`src/vdds_regs.svh`:
```
// Timing and reset constants for the voltage-select debounce and DAC slew block.
// Assumes a single 40 MHz core clock; included by its bare name.
`ifndef VDDS_REGS_SVH
`define VDDS_REGS_SVH

// Core clock rate in Hz
`define VDDS_CLK_HZ 40000000
// Sample clock for the voltage-select inputs, in Hz
`define VDDS_SAMPLE_HZ 3000000
// DAC stepping clock in slewing modes, in Hz
`define VDDS_STEP_HZ 330000
// Core cycles per sample tick, rounded down so the sample rate is never slower
`define VDDS_SAMPLE_DIV (`VDDS_CLK_HZ / `VDDS_SAMPLE_HZ)
// Core cycles per step tick
`define VDDS_STEP_DIV (`VDDS_CLK_HZ / `VDDS_STEP_HZ)
// Consecutive equal samples needed before a new code is believed
`define VDDS_STABLE_SAMPLES 2'h3
// Width of the code and of the DAC level (one LSB is one 6.25 mV step)
`define VDDS_CODE_W 8
// Reset value of the accepted code and of the DAC level
`define VDDS_CODE_RST 8'h00

`endif

```
`src/vdds_pkg.sv`:
```
// Types shared by the voltage-select debounce and DAC slew block.
// Assumes vdds_regs.svh is on the include path.
`default_nettype none
`include "vdds_regs.svh"

package vdds_pkg;

  typedef logic [`VDDS_CODE_W-1:0] vdds_code_type;

  // DAC modes: two single-step (jump) modes and two multi-step (slew) modes
  typedef enum logic [1:0] {
    VDDS_MODE_JUMP_A = 2'h0,
    VDDS_MODE_JUMP_B = 2'h1,
    VDDS_MODE_SLEW_A = 2'h2,
    VDDS_MODE_SLEW_B = 2'h3
  } vdds_mode_type;

  typedef enum logic {
    VDDS_ST_IDLE = 1'b0,
    VDDS_ST_SLEW = 1'b1
  } vdds_state_type;

endpackage : vdds_pkg

`default_nettype wire

```
`src/vdds_tick_if.sv`:
```
// Tick carrier between a tick generator and the logic it paces.
// Assumes a single clock domain shared by both ends.
`default_nettype none

interface vdds_tick_if;
  logic tick;
  modport gen (output tick);
  modport use_tick (input tick);
endinterface : vdds_tick_if

`default_nettype wire

```
`src/vdds_tick_gen.sv`:
```
// Free-running divider giving one-cycle ticks every DIV core cycles.
// Assumes the core clock and the active-low asynchronous reset of the block.
`default_nettype none

module vdds_tick_gen #(
  parameter int unsigned DIV = 13
) (
  input wire logic i_core_clk, // Core clock
  input wire logic i_rst_b,    // Asynchronous reset, active low
  vdds_tick_if.gen tick_out    // One-cycle tick every DIV cycles
);

  localparam int unsigned CW = $clog2(DIV);

  logic [CW-1:0] count;
  logic [CW-1:0] next_count;
  logic tick;
  logic next_tick;

  always_comb begin
    if (count == CW'(DIV - 1)) begin
      next_count = '0;
      next_tick = 1'b1;
    end else begin
      next_count = count + CW'(1);
      next_tick = 1'b0;
    end
  end

  always_ff @(posedge i_core_clk or negedge i_rst_b) begin
    if (!i_rst_b) begin
      count <= '0;
      tick <= 1'b0;
    end else begin
      count <= next_count;
      tick <= next_tick;
    end
  end

  assign tick_out.tick = tick;

endmodule : vdds_tick_gen

`default_nettype wire

```
`src/vdds_top.sv`:
```
// Voltage-select debounce and reference DAC update for a multiphase regulator.
// Assumes the code inputs are already synchronous to i_core_clk and that the
// code is presented as a DAC level in 6.25 mV units (table lookup is outside).
// Limitation: both dividers round down, so sampling and stepping run slightly
// fast of their nominal rates rather than slow.
//
// Behaviour
// - The DAC mode decides whether a validated code makes the DAC jump or slew.
// - The code inputs are sampled on every tick of an internal 3 MHz clock.
// - A differing code is accepted only after three equal consecutive samples.
// - In the jump modes the DAC takes a code validated outside a slew at once, with no steps.
// - In the slew modes the DAC moves one 6.25 mV step per 330 kHz tick until equal.
`default_nettype none
`include "vdds_regs.svh"

module vdds_top
  import vdds_pkg::*;
(
  input wire logic i_core_clk,                       // Core clock, 40 MHz
  input wire logic i_rst_b,                          // Asynchronous reset, active low
  input wire vdds_mode_type i_dac_mode,              // Active DAC mode
  input wire vdds_code_type i_voltage_select_code,   // Code from the processor
  output logic [`VDDS_CODE_W-1:0] o_accepted_code,   // Last validated code
  output logic o_code_accept,                        // Pulse when a code is validated
  output logic [`VDDS_CODE_W-1:0] o_dac_level,       // Reference DAC level
  output logic o_slewing                             // High while the DAC is stepping
);

  ////////////////////////////////////////////////////////////////////////////
  // Tick generators

  vdds_tick_if sample_tick_if ();
  vdds_tick_if step_tick_if ();

  // Both dividers free-run from reset, so the first step of a slew lands anywhere
  // within one step period after the acceptance; later steps are a full period apart
  vdds_tick_gen #(
    .DIV(`VDDS_SAMPLE_DIV)
  ) u_sample_tick (
    .i_core_clk(i_core_clk),
    .i_rst_b(i_rst_b),
    .tick_out(sample_tick_if.gen)
  );

  vdds_tick_gen #(
    .DIV(`VDDS_STEP_DIV)
  ) u_step_tick (
    .i_core_clk(i_core_clk),
    .i_rst_b(i_rst_b),
    .tick_out(step_tick_if.gen)
  );

  logic sample_tick;
  logic step_tick;

  assign sample_tick = sample_tick_if.tick;
  assign step_tick = step_tick_if.tick;

  ////////////////////////////////////////////////////////////////////////////
  // Debounce of the code inputs

  vdds_code_type last_sample;
  vdds_code_type next_last_sample;
  logic [1:0] match_count;
  logic [1:0] next_match_count;
  vdds_code_type accepted_code;
  vdds_code_type next_accepted_code;
  logic code_accept;
  logic next_code_accept;
  logic reading_differs;
  logic reading_is_new;
  logic [1:0] run_length;
  logic run_complete;

  // Readings are compared with the last tick's reading, not with the pins of the
  // previous core cycle, so a glitch between two ticks is never seen at all
  assign reading_differs = (i_voltage_select_code != last_sample);
  // Only a code that differs from the one in force is worth accepting
  assign reading_is_new = (i_voltage_select_code != accepted_code);

  // Run of equal readings including this tick; a changed reading restarts it and
  // it saturates at three, so a code held for a long time cannot wrap and re-fire
  assign run_length = reading_differs ? 2'h1 :
                      (match_count == `VDDS_STABLE_SAMPLES) ? match_count :
                      match_count + 2'h1;
  assign run_complete = (run_length == `VDDS_STABLE_SAMPLES);

  always_comb begin
    next_last_sample = last_sample;
    next_match_count = match_count;
    next_accepted_code = accepted_code;
    next_code_accept = 1'b0;
    if (sample_tick) begin
      next_last_sample = i_voltage_select_code;
      next_match_count = run_length;
      // Until the run completes the previous code stays in force
      if (run_complete && reading_is_new) begin
        next_accepted_code = i_voltage_select_code;
        next_code_accept = 1'b1;
      end
    end
  end

  always_ff @(posedge i_core_clk or negedge i_rst_b) begin
    if (!i_rst_b) begin
      last_sample <= `VDDS_CODE_RST;
      match_count <= 2'h0;
      accepted_code <= `VDDS_CODE_RST;
      code_accept <= 1'b0;
    end else begin
      last_sample <= next_last_sample;
      match_count <= next_match_count;
      accepted_code <= next_accepted_code;
      code_accept <= next_code_accept;
    end
  end

  ////////////////////////////////////////////////////////////////////////////
  // DAC update: jump or slew

  vdds_state_type state;
  vdds_state_type next_state;
  vdds_code_type dac_level;
  vdds_code_type next_dac_level;
  logic slewing;
  logic next_slewing;

  logic mode_slews;
  logic target_above;
  logic target_below;
  logic slew_needed;

  // Upper bit of the mode separates the slewing pair from the jump pair
  assign mode_slews = (i_dac_mode == VDDS_MODE_SLEW_A) ||
                      (i_dac_mode == VDDS_MODE_SLEW_B);

  // Sign of target minus DAC picks the direction of each step
  assign target_above = (accepted_code > dac_level);
  assign target_below = (accepted_code < dac_level);
  // A code that lands on the present level needs no slew at all
  assign slew_needed = target_above || target_below;

  // The mode is read in the cycle of the acceptance; a later mode change does not
  // stop a slew that is already running
  always_comb begin
    next_state = state;
    next_dac_level = dac_level;
    unique case (state)
      VDDS_ST_IDLE: begin
        if (code_accept) begin
          if (!mode_slews) begin
            next_dac_level = accepted_code;
          end else if (slew_needed) begin
            next_state = VDDS_ST_SLEW;
          end
        end
      end
      VDDS_ST_SLEW: begin
        // Target is read live, so a code accepted mid-slew retargets from here
        if (step_tick) begin
          if (target_above) begin
            next_dac_level = dac_level + 8'h01;
          end else if (target_below) begin
            next_dac_level = dac_level - 8'h01;
          end
        end
        // Compared with the code being accepted now, so a retarget onto the
        // present level ends the slew on the edge of the acceptance itself
        if (next_dac_level == next_accepted_code) begin
          next_state = VDDS_ST_IDLE;
        end
      end
    endcase
    next_slewing = (next_state == VDDS_ST_SLEW);
  end

  always_ff @(posedge i_core_clk or negedge i_rst_b) begin
    if (!i_rst_b) begin
      state <= VDDS_ST_IDLE;
      dac_level <= `VDDS_CODE_RST;
      slewing <= 1'b0;
    end else begin
      state <= next_state;
      dac_level <= next_dac_level;
      slewing <= next_slewing;
    end
  end

  ////////////////////////////////////////////////////////////////////////////
  // Outputs, all straight from flip-flops

  assign o_accepted_code = accepted_code;
  assign o_code_accept = code_accept;
  assign o_dac_level = dac_level;
  assign o_slewing = slewing;

endmodule : vdds_top

`default_nettype wire

```
`config.mk`:
```
export PLATFORM = sky130hd
export DESIGN_NAME = vdds_top
export DESIGN_NICKNAME = d
export VERILOG_FILES = /design/src/vdds_pkg.sv /design/src/vdds_tick_if.sv /design/src/vdds_tick_gen.sv /design/src/vdds_top.sv
export VERILOG_INCLUDE_DIRS = /design/src
export SDC_FILE = /design/constraint.sdc
export NUM_CORES = 1
export LEC_CHECK = 0
export BUFFER_PORTS_ARGS = -buffer_cell sky130_fd_sc_hd__buf_2
export CELL_PAD_IN_SITES_DETAIL_PLACEMENT = 1
export CELL_PAD_IN_SITES_GLOBAL_PLACEMENT = 1
export CORE_ASPECT_RATIO = 1.4
export CORE_MARGIN = 4
export CORE_UTILIZATION = 41
export DETAILED_ROUTE_END_ITERATION = 12
export HOLD_SLACK_MARGIN = 0.05
export PLACE_DENSITY = 0.78
export SYNTH_ARGS = -nofsm -noshare
export SYNTH_HDL_FRONTEND = slang
export SYNTH_HIERARCHICAL = 1
export SYNTH_SLANG_ARGS = --single-unit
```
`constraint.sdc`:
```
create_clock -name i_core_clk -period 2.4 [get_ports i_core_clk]
set_clock_uncertainty 0.15 [all_clocks]
set_input_delay 0.24 -clock i_core_clk [delete_from_list [all_inputs] [get_ports i_core_clk]]
set_output_delay 0.24 -clock i_core_clk [all_outputs]
set_load 0.05 [all_outputs]
```
==> results.md, run 1 <==
* Post-Synthesis Cells at 272
* LEAKAGE at 1.60 nW
* DR vias at about 2500
* Router iterations before antenna repair at 4
* Max frequency at 0.375 GHz
* Slew HR at 0.448
* Via density at 5.71
* Post-DP HPWL at 6010 µm
* Clk_lat worst skew at ~300 ps
* Sequential-to-total area share from yosys stat at 0.389
* Die width at 75.8 µm
* Ys Warns at 6
* Synth unique cells at 52
* R2r startpoint: o_accepted_code[1]$_DFF_PN0_
* Die ar. at 7800 µm²
* CP Cell Sequence: ha_4 -> nor2b_4 -> buf_4 -> o211a_1 -> o32ai_2 -> o31a_1 -> o21a_1 -> xor2_1 -> and3_1 -> a41oi_2
* Area growth from synthesis to layout at 38.7%
* Layout Nets at about 390
* Avg Inst Size Synth at 9.69 µm²
* Crit path launch type: flip-flop
* Design Area, Final at approximately 3700 µm²
* Max-cap viol count at 0
* Crit path max-delay family: compound AO/OA/AOI/OAI gates
* Core area at 6250 µm²
* Routed WL per cell at about 20 µm
* RSZ-0062 raised after global routing: yes
* Final WS setup at -270 ps
* CTS max path bufs at 2
* Largest net degree at the start of global routing at 29
* Std-Cell Rows at 34
* Max incr delay on CP at approximately 450 ps
* Asr flop ratio synth at 1.00
* Syn Nets at 298
* Buf+Inv Stages, Crit Path at 1
* Hold path start: i_voltage_select_code[0]
* Register bit total from synthesis at 41
* # diodes at 0
* Peak VDD IR at 289 µV
* Crit path DAT at roughly 2700 ps
* Synth Flop Type: dfrtp_1
* Cell area after placement at around 3300 µm²
* Hold Path Class: primary input to flip-flop
* GRT Overall Usage at 0.226
* Die height at between 100 and 150 µm
* Fin. Hold Viols at 0
* # setup viols final at 4
* Root Driver: clkbuf_8
* DRT iter0 DRCs at 97
* I/O pins at 30
* Clock Sinks at 41
* Crit. End Element: flip-flop
* Clk pin slew, worst setup/hold paths at approximately 80 ps
* Fill cell count at between 700 and 800
* ANT nets after route at 0
* Worst slew pin tran at roughly 830 ps
* Multi-input gate area at 1740 µm²
* Sequential cell area at 1050 µm²
* Vias in the first global route at 2702
* Critical path type: flip-flop to flip-flop
* Detailed Route WL at 8470 µm
* Total gr overflow at 0
* WHS at 102 ps
* First-pass GRT wire length at 13200 µm
* Req. time, crit path at 2420 ps
* Power density over cell area at 390 nW/µm²
* Crit path time final at between 2000 and 3000 ps
* Dpl ws at -297 ps
* Worst-path fanout max at 3
* Failing checks: negative setup slack
* Initial antenna violation count at 0
* Post-synth EDFFs at 0
* Initial Utilization at 0.422
* H-Tree Level Count at 2
* Slowest-stage cell, CP: dfrtp_2
* CP startpoint: o_accepted_code[1]$_DFF_PN0_
* DRC at 0
* Mapped Area at 2640 µm²
* Period utilization at 1.11
* Setup tns final at -821 ps
* Share of post-route cells with drive strength above 1 at 0.461
* TritonCTS clock tree: yes
* Status: finished, violations left
* Gpl congestion at 0.848
* IO Port Bufs at 28
* Cts bufs inserted at 5
* Fin. max-slew vios at 0
## cells in the mapped netlist (all sizes together) (4+ instances only)
master / count / area share
o211ai: 4 / 0.011
dfrtp: 41 / 0.39
nand3: 11 / 0.023
xnor2: 17 / 0.056
inv: 16 / 0.023
a21oi: 17 / 0.032
nand2b: 4 / 0.0095
nand2: 14 / 0.020
o21ai: 10 / 0.019
nor2b: 4 / 0.0095
and3: 7 / 0.017
ha: 14 / 0.066
nor3: 4 / 0.012
nor2: 21 / 0.030
clkbuf: 5 / 0.0071
mux2: 15 / 0.067
xor2: 12 / 0.040
a211oi: 4 / 0.011
a21o: 6 / 0.017
nand4: 8 / 0.019
## placed cells by master (no fill, tap or decap), types with 5 or more instances in the layout
cell,netlist,final
buf_4,1,51
buf_2,0,28
dfrtp_1,41,25
nor2_1,21,20
dfrtp_2,0,16
nand2_1,14,14
xnor2_1,17,14
mux2_2,13,13
inv_1,16,11
a21oi_1,17,11
xor2_1,12,10
nand4_1,8,8
nand3_1,10,8
ha_1,14,8
buf_6,0,7
a21o_1,6,6
and3_1,7,6
clkbuf_8,0,6
o21ai_0,9,5
ha_4,0,5
## worst paths after layout
path | endpoint | slack (ps) | depth (start not counted)
max | o_slewing$_DFF_PN0_ | -270 | 10
min | last_sample[0]$_DFFE_PN0P_ | 100 | 2
max reg2reg | o_slewing$_DFF_PN0_ | -270 | 10
min reg2reg | u_sample_tick/count[0]$_DFF_PN0_ | 370 | 1
max in group asynchronous | u_sample_tick/count[0]$_DFF_PN0_ | 1090 | 3
min in group asynchronous | o_dac_level[5]$_DFFE_PN0P_ | 350 | 2
## sequential cells by signal (all words and copies together) (netlist names)
| name | cells |
|---|---|
| u_sample_tick/count | 4 |
| match_count | 2 |
| o_accepted_code | 8 |
| last_sample | 8 |
| o_code_accept | 1 |
| u_step_tick/count | 7 |
| u_step_tick/tick_out.tick | 1 |
| o_slewing | 1 |
| u_sample_tick/tick_out.tick | 1 |
| o_dac_level | 8 |
## metrics by stage
| step | power, mW | utilization | std cells |
|---|---|---|---|
| floorplan | 0.866 | - | 272 |
| global placement | 0.949 | 0.527 | 412 |
| detailed placement | 0.955 | 0.527 | 412 |
| CTS | 1.43 | 0.567 | 426 |
| global route | 1.50 | 0.585 | 432 |
| finish | 1.43 | 0.585 | 432 |
## metal layers
layer	vias to the layer above	GRT usage	part of all wire
met5	-	0	0
met4	0	0.105	0.028
met3	19	0.0410	0.039
met2	61	0.408	0.56
met1	1231	0.247	0.38
li1	1155	-	-
## area by class of cell
class	count	share of cell area
Multi-Input combinational cell	208	0.476
Clock buffer	7	0.0236
Tap cell	72	0.0246
Timing Repair Buffer	88	0.173
Inverter	16	0.0171
Sequential cell	41	0.286
## report_power, final
group / switching, mW / internal, mW
clock network: 0.233 / 0.228
logic: 0.150 / 0.0940
registers: 0.0128 / 0.708
## cells by family after synthesis
group	share of synthesized area
simple gates	0.173
compound gates	0.174
flops	0.389
xor+xnor	0.0963
buf+inv	0.0342
mux	0.0669
fa+ha+maj	0.0664
## what timing repair did
action	4_1_cts	5_1_grt
hold buffers	1	0
buffers inserted	6	6
pin swaps	18	11
endpoints found under the setup margin	8	8
gates resized for setup	19	15
hold endpoints to repair	27	0
Power figures use the tool's default switching activity.
==> run 2: changes to the inputs <==
--- a/config.mk
+++ b/config.mk
@@ -11,10 +11,11 @@
 export CELL_PAD_IN_SITES_GLOBAL_PLACEMENT = 1
 export CORE_ASPECT_RATIO = 1.4
 export CORE_MARGIN = 4
-export CORE_UTILIZATION = 41
+export CORE_UTILIZATION = 49
 export DETAILED_ROUTE_END_ITERATION = 12
+export GPL_ROUTABILITY_DRIVEN = 0
 export HOLD_SLACK_MARGIN = 0.05
-export PLACE_DENSITY = 0.78
+export PLACE_DENSITY = 0.87
 export SYNTH_ARGS = -nofsm -noshare
 export SYNTH_HDL_FRONTEND = slang
 export SYNTH_HIERARCHICAL = 1
==> constraint.sdc (replaced) <==
create_clock -name i_core_clk -period 3.1 [get_ports i_core_clk]
set_clock_uncertainty 0.15 [all_clocks]
set_input_delay 0.31 -clock i_core_clk [delete_from_list [all_inputs] [get_ports i_core_clk]]
set_output_delay 0.31 -clock i_core_clk [all_outputs]
set_load 0.05 [all_outputs]
==> run 2 against run 1 <==
Effect of this change: via count shrank 9.8%; critical path type unchanged; register-to-register slack gained 470 ps; the run now ends clean; power shrank 20%; global-route usage shrank 0.45 points; setup slack gained 470 ps; highest routed layer unchanged; hold slack gained 70 ps; critical endpoint unchanged; final area shrank 17%; first-iteration DRC count grew 35%; critical path depth is the same.
==> results.md, run 2 (same netlist as run 1, synthesis figures left out) <==
* Hold Path Class: primary input to flip-flop
* Die ar. at 6630 µm² (-15%)
* Root Driver: clkbuf_8
* IO Port Bufs at 28 (unchanged)
* NetSw at 0.304 mW (-23%)
* # setup viols final at 0 (-4)
* Final WS setup at 197 ps (+467 ps)
* Non-filler instance count after layout at 378 (-13%)
* Req. time, crit path at 3170 ps (+750 ps)
* Die width at 70.0 µm (-7.6%)
* Core Util, Final at 0.583 (-0.00158)
* Fin. max-slew vios at 0 (unchanged)
* Vias in the first global route at 2361 (-13%)
* Buf+Inv Stages, Crit Path at 1 (unchanged)
* Crit. End Element: flip-flop
* Worst slew pin tran at 950 ps (+122 ps)
* Placed Cells at 369 (-10%)
* Cell mode on critical path: a21o_1
* Crit path time final at 2900 ps (+233 ps)
* DRT iter0 DRCs at 131 (+35%)
* Top layer in use: met4
* Clk pin slew, worst setup/hold paths at 80 ps (about the same)
* Hold-critical path depth at 2 (unchanged)
* Clock Sinks at 41 (unchanged)
* Largest net degree at the start of global routing at 42 (+45%)
* Layout Nets at 337 (-13%)
* WP depth at 10 (unchanged)
* Power density over cell area at 378 nW/µm² (-3.1%)
* Detailed Route WL at 6860 µm (-19%)
* DRC at 0 (unchanged)
* TritonCTS clock tree: yes
* GRT Overall Usage at 0.221 (-0.00448)
* # diodes at 0 (unchanged)
* Most common cell after layout, fill and taps aside: dfrtp_1
* I/O pins at 30 (unchanged)
* Total gr overflow at 0 (unchanged)
* Die height at 94.8 µm (-7.9%)
* CP Cell Sequence: inv_1 -> ha_1 -> nor2b_1 -> o211ai_1 -> a21o_1 -> a2111o_1 -> a21o_1 -> and3_1 -> o22a_1 -> a41oi_2
* Via density at 5.88 (+3.1%)
* Max frequency at 0.344 GHz (-8.0%)
* Switch share at 0.265 (-0.0125)
* Post-CTS setup repair buffer count at 0 (-6)
* Period utilization at 0.936 (-0.176)
* Core area at 5200 µm² (-17%)
* DR vias at 2224 (-9.8%)
* Critical path type: flip-flop to flip-flop
* Crit path DAT at 2970 ps (+280 ps)
* WL met1 at 2640 µm (-17%)
* Reg2reg path depth at 10 (unchanged)
* Met2 wire len at 3870 µm (-18%)
* Area growth from synthesis to layout at 15.0%
* Slew HR at 0.365 (-0.0829)
* Std-Cell Rows at 31 (-8.8%)
* LEAKAGE at 1.34 nW (-16%)
* Cts bufs inserted at 5 (unchanged)
* Crit path max-delay family: compound AO/OA/AOI/OAI gates
* First-pass GRT wire length at 11500 µm (-13%)
* Combinational share of power at 0.135 (-0.036)
* H-Tree Level Count at 2 (unchanged)
* Metal3 WL at 176 µm (-46%)
* Int Pwr at 0.842 mW (-18%)
* Routed WL per cell at 18.2 µm (-7.5%)
* Setup tns final at 0 ps (+821 ps)
* Status: complete, no violations
* Max incr delay on CP at 450 ps (about the same)
* R2r setup slk at 200 ps (+470 ps)
* Clock power frac at 0.381 (+0.057)
* Peak VDD IR at 360 µV (+25%)
* Max-cap viol count at 0 (unchanged)
* Dpl ws at 188 ps (+485 ps)
* Commonest cells after routing, fill and taps aside: dfrtp_1, buf_2, nor2_1
* Post-DP HPWL at 5270 µm (-12%)
* RSZ-0062 raised after global routing: no
* Router iterations before antenna repair at 4 (unchanged)
* Reg power frac at 0.484 (-0.021)
* Worst-path fanout max at 7 (+4)
* Fin. Hold Viols at 0 (unchanged)
* ANT nets after route at 0 (unchanged)
* Initial Utilization at 0.507 (+0.0857)
* Slowest-stage cell, CP: a2111o_1
* Share of post-route cells with drive strength above 1 at 0.221 (-0.240)
* CTS max path bufs at 2 (unchanged)
* Clk_lat worst skew at 300 ps (about the same)
* Initial antenna violation count at 0 (unchanged)
* Crit path launch type: flip-flop
-- run 2: power groups by stage --
| stage | Sequential [mW] | Combinational, mW | Clock (mW) |
|---|---|---|---|
| floorplan | 0.594 | 0.0633 | 0 |
| global placement | 0.565 | 0.150 | 0 |
| detailed placement | 0.566 | 0.153 | 0 |
| CTS | 0.555 | 0.156 | 0.451 |
| global route | 0.557 | 0.170 | 0.476 |
| finish | 0.555 | 0.155 | 0.437 |
-- run 2: area by class of cell --
type	instances	area, µm²
Clock buffer	5	68.8
Clock inverter	3	46.3
Fill cell	630	2170
Inverter	16	60.1
Multi-Input combinational cell	208	1520
Sequential cell	41	1030
Tap cell	66	82.6
Timing Repair Buffer	39	225
-- run 2: repair_timing --
item / 4_1_cts / 5_1_grt
resized for setup: 0 / 1
hold buffers: 1 / 0
endpoints found under the hold margin: 41 / 0
setup endpoints to repair: 0 / 1
-- run 2: path summary, 6_finish.rpt --
check / from / to
setup / recovery: o_dac_level[1]$_DFFE_PN0P_ / o_slewing$_DFF_PN0_
hold / removal: i_voltage_select_code[4] / last_sample[4]$_DFFE_PN0P_
setup reg to reg: o_dac_level[1]$_DFFE_PN0P_ / o_slewing$_DFF_PN0_
hold reg to reg: u_sample_tick/count[0]$_DFF_PN0_ / u_sample_tick/count[0]$_DFF_PN0_
max in group asynchronous: i_rst_b / o_dac_level[1]$_DFFE_PN0P_
min in group asynchronous: i_rst_b / u_step_tick/count[0]$_DFF_PN0_
-- run 2: worst reg2reg max path, stage by stage, from the launching register on --
cell,delay [ps]
dfrtp_2,440
inv_1,90
ha_1,290
nor2b_1,210
o211ai_1,150
a21o_1,260
a2111o_1,460
a21o_1,210
and3_1,180
o22a_1,220
a41oi_2,190
-- run 2: layer usage --
metal	global-route usage	up-vias
li1	-	1061
met1	0.242	1107
met2	0.425	41
met3	0.0341	15
met4	0.0847	0
met5	0	-
-- run 2: stage by stage --
step / hold slack, ps / total power [mW] / instance area [µm²]
2_1_floorplan: -136 / 0.658 / 2640
3_3_place_gp: 347 / 0.715 / 2900
3_5_place_dp: 353 / 0.719 / 2900
4_1_cts: 163 / 1.16 / 3030
5_1_grt: 166 / 1.20 / 3030
6_report: 172 / 1.15 / 3030
==> run 3: changes to the inputs <==
--- a/config.mk
+++ b/config.mk
@@ -16,6 +16,7 @@
 export GPL_ROUTABILITY_DRIVEN = 0
 export HOLD_SLACK_MARGIN = 0.05
 export PLACE_DENSITY = 0.87
+export RECOVER_POWER = 25
 export SYNTH_ARGS = -nofsm -noshare
 export SYNTH_HDL_FRONTEND = slang
 export SYNTH_HIERARCHICAL = 1
==> run 3 against run 2 <==
Effect of this change: die area unchanged; combinational power about the same; sequential power about the same; first-iteration DRC count fell by 1.5%; register-to-register slack worse by 20 ps; final area shrank 0.70%; maximum frequency fell by 0.59%; clock power is essentially flat; critical endpoint unchanged; largest cell class unchanged.
==> results.md, run 3 (same netlist as run 1, synthesis figures left out) <==
* Core area at 5200 µm² (unchanged)
* Crit path to: o_slewing$_DFF_PN0_
* Clock Sinks at 41 (unchanged)
* Slew HR at 0.364 (-0.00161)
* Worst-path fanout max at 7 (unchanged)
* Via density at 5.90 (+0.36%)
* WHS at 176 ps (+3.66 ps)
* Commonest cells after routing, fill and taps aside: dfrtp_1, buf_2, nor2_1
* Hold Path Class: primary input to flip-flop
* Initial Utilization at 0.507 (unchanged)
* Period utilization at 0.942 (+0.00559)
* Clock power frac at 0.380 (about the same)
* Fill cell count at 636 (+0.95%)
* Reg power frac at 0.485 (about the same)
* I/O pins at 30 (unchanged)
* ANT nets after route at 0 (unchanged)
* DRT iter0 DRCs at 129 (-1.5%)
* Max frequency at 0.342 GHz (-0.59%)
* Total Power at 1.14 mW (-0.22%)
* Int Pwr at 0.842 mW (about the same)
* Fin. Hold Viols at 0 (unchanged)
* R2r startpoint: o_dac_level[1]$_DFFE_PN0P_
* Critical path type: flip-flop to flip-flop
* Vias in the first global route at 2361 (unchanged)
* Routed WL per cell at 18.2 µm (+0.31%)
* RSZ-0062 raised after global routing: no
* Switch share at 0.264 (-0.00110)
* Combinational share of power at 0.135 (about the same)
* Peak VDD IR at 359 µV (-0.40%)
* Reg2reg path depth at 10 (unchanged)
* DR vias at 2232 (+0.36%)
* Most common cell after layout, fill and taps aside: dfrtp_1
* Root Driver: clkbuf_8
* Dpl ws at 188 ps (unchanged)
* Worst slew pin tran at 952 ps (+2.41 ps)
* Area growth from synthesis to layout at 14.1%
* Cts bufs inserted at 5 (unchanged)
* Die ar. at 6630 µm² (unchanged)
* Req. time, crit path at 3170 ps (about the same)
* Clk_lat worst skew at 300 ps (about the same)
* Initial antenna violation count at 0 (unchanged)
* Fin. max-slew vios at 0 (unchanged)
* Clk pin slew, worst setup/hold paths at 80 ps (about the same)
* GRT Overall Usage at 0.221 (unchanged)
* Crit path DAT at 2990 ps (+20 ps)
* Share of post-route cells with drive strength above 1 at 0.199 (-0.0224)
* Crit path launch type: flip-flop
* Total gr overflow at 0 (unchanged)
* Setup tns final at 0 ps (unchanged)
* # setup viols final at 0 (unchanged)
* Std-Cell Rows at 31 (unchanged)
* Status: complete, no violations
* # diodes at 0 (unchanged)
* Detailed Route WL at 6880 µm (+0.31%)
* Largest net degree at the start of global routing at 42 (unchanged)
* R2R Path End: o_slewing$_DFF_PN0_
* Final WS setup at 180 ps (-17.3 ps)
* Core Util, Final at 0.579 (-0.00409)
* Post-DP HPWL at 5270 µm (unchanged)
* Crit. End Element: flip-flop
* NetSw at 0.302 mW (-0.63%)
* Router iterations before antenna repair at 4 (unchanged)
* Power density over cell area at 380 nW/µm² (+0.49%)
* Max-cap viol count at 0 (unchanged)
* First-pass GRT wire length at 11500 µm (unchanged)
* Die width at 70.0 µm (unchanged)
* LEAKAGE at 1.32 nW (-1.4%)
* R2r setup slk at 180 ps (-20 ps)
* Layout Nets at 337 (unchanged)
* H-Tree Level Count at 2 (unchanged)
* CP startpoint: o_dac_level[1]$_DFFE_PN0P_
* Die height at 94.8 µm (unchanged)
* IO Port Bufs at 28 (unchanged)
* DRC at 0 (unchanged)
* Crit path time final at 2920 ps (+17.3 ps)
* TritonCTS clock tree: yes
* CTS max path bufs at 2 (unchanged)
-- run 3: cell types whose count changed in the layout (fill, tap and decap cells not counted), sizes merged --
cell    previous run  this run
buf               38        32
clkbuf             5        11
-- run 3: worst min path at each step --
stage / slack [ps] / to / depth (start not counted) / startpoint
after floorplan: -140 / last_sample[0]$_DFFE_PN0P_ / 0 / i_rst_b
after global placement: 350 / u_step_tick/count[0]$_DFF_PN0_ / 1 / i_rst_b
after detailed placement: 350 / u_step_tick/count[0]$_DFF_PN0_ / 1 / i_rst_b
after CTS: 160 / last_sample[4]$_DFFE_PN0P_ / 2 / i_voltage_select_code[4]
after global routing: 170 / last_sample[4]$_DFFE_PN0P_ / 2 / i_voltage_select_code[4]
final: 180 / last_sample[4]$_DFFE_PN0P_ / 2 / i_voltage_select_code[4]
-- run 3: critical path: stages (launching register included) --
cell      delay (ps)
dfrtp_2          440
inv_1             90
ha_1             290
nor2b_1          210
o211ai_1         150
a21o_1           260
a2111o_1         460
a21o_1           210
and3_1           180
o22a_1           220
a41oi_2          190
-- run 3: timing repair --
| action | in CTS | in global routing |
|---|---|---|
| resized for setup | 0 | 1 |
| hold buffers | 1 | 0 |
| setup buffers | 0 | 0 |
| endpoints found under the hold margin | 41 | 0 |
| endpoints found under the setup margin | 0 | 1 |
-- run 3: final cells by class --
type                    count  area (µm²)  area share
flip-flops and latches     41        1030       0.341
clock buffers               5        68.8      0.0229
inverters                  16        60.1      0.0200
multi-input cells         208        1510       0.501
well taps                  66        82.6      0.0274
clock inverters             3        46.3      0.0154
repair buffers             39         215      0.0715
-- run 3: power groups by stage --
| stage | registers [mW] | logic [mW] | clock network, mW |
|---|---|---|---|
| 4_1_cts | 0.555 | 0.156 | 0.451 |
| 3_3_place_gp | 0.565 | 0.150 | 0 |
| 2_1_floorplan | 0.594 | 0.0633 | 0 |
| 5_1_grt | 0.557 | 0.169 | 0.476 |
| 6_report | 0.555 | 0.154 | 0.435 |
| 3_5_place_dp | 0.566 | 0.153 | 0 |
-- run 3: per-layer routing --
metal,vias to the layer above,track usage,part of all wire
li1,1058,-,-
met1,1118,0.242,0.38
met2,45,0.425,0.57
met3,11,0.0341,0.031
met4,0,0.0847,0.022
met5,-,0,0
-- run 3: through the flow --
stage,instance area [µm²],cells
2_1_floorplan,2640,272
3_3_place_gp,2900,369
3_5_place_dp,2900,369
4_1_cts,3030,378
5_1_grt,3010,378
6_report,3010,378
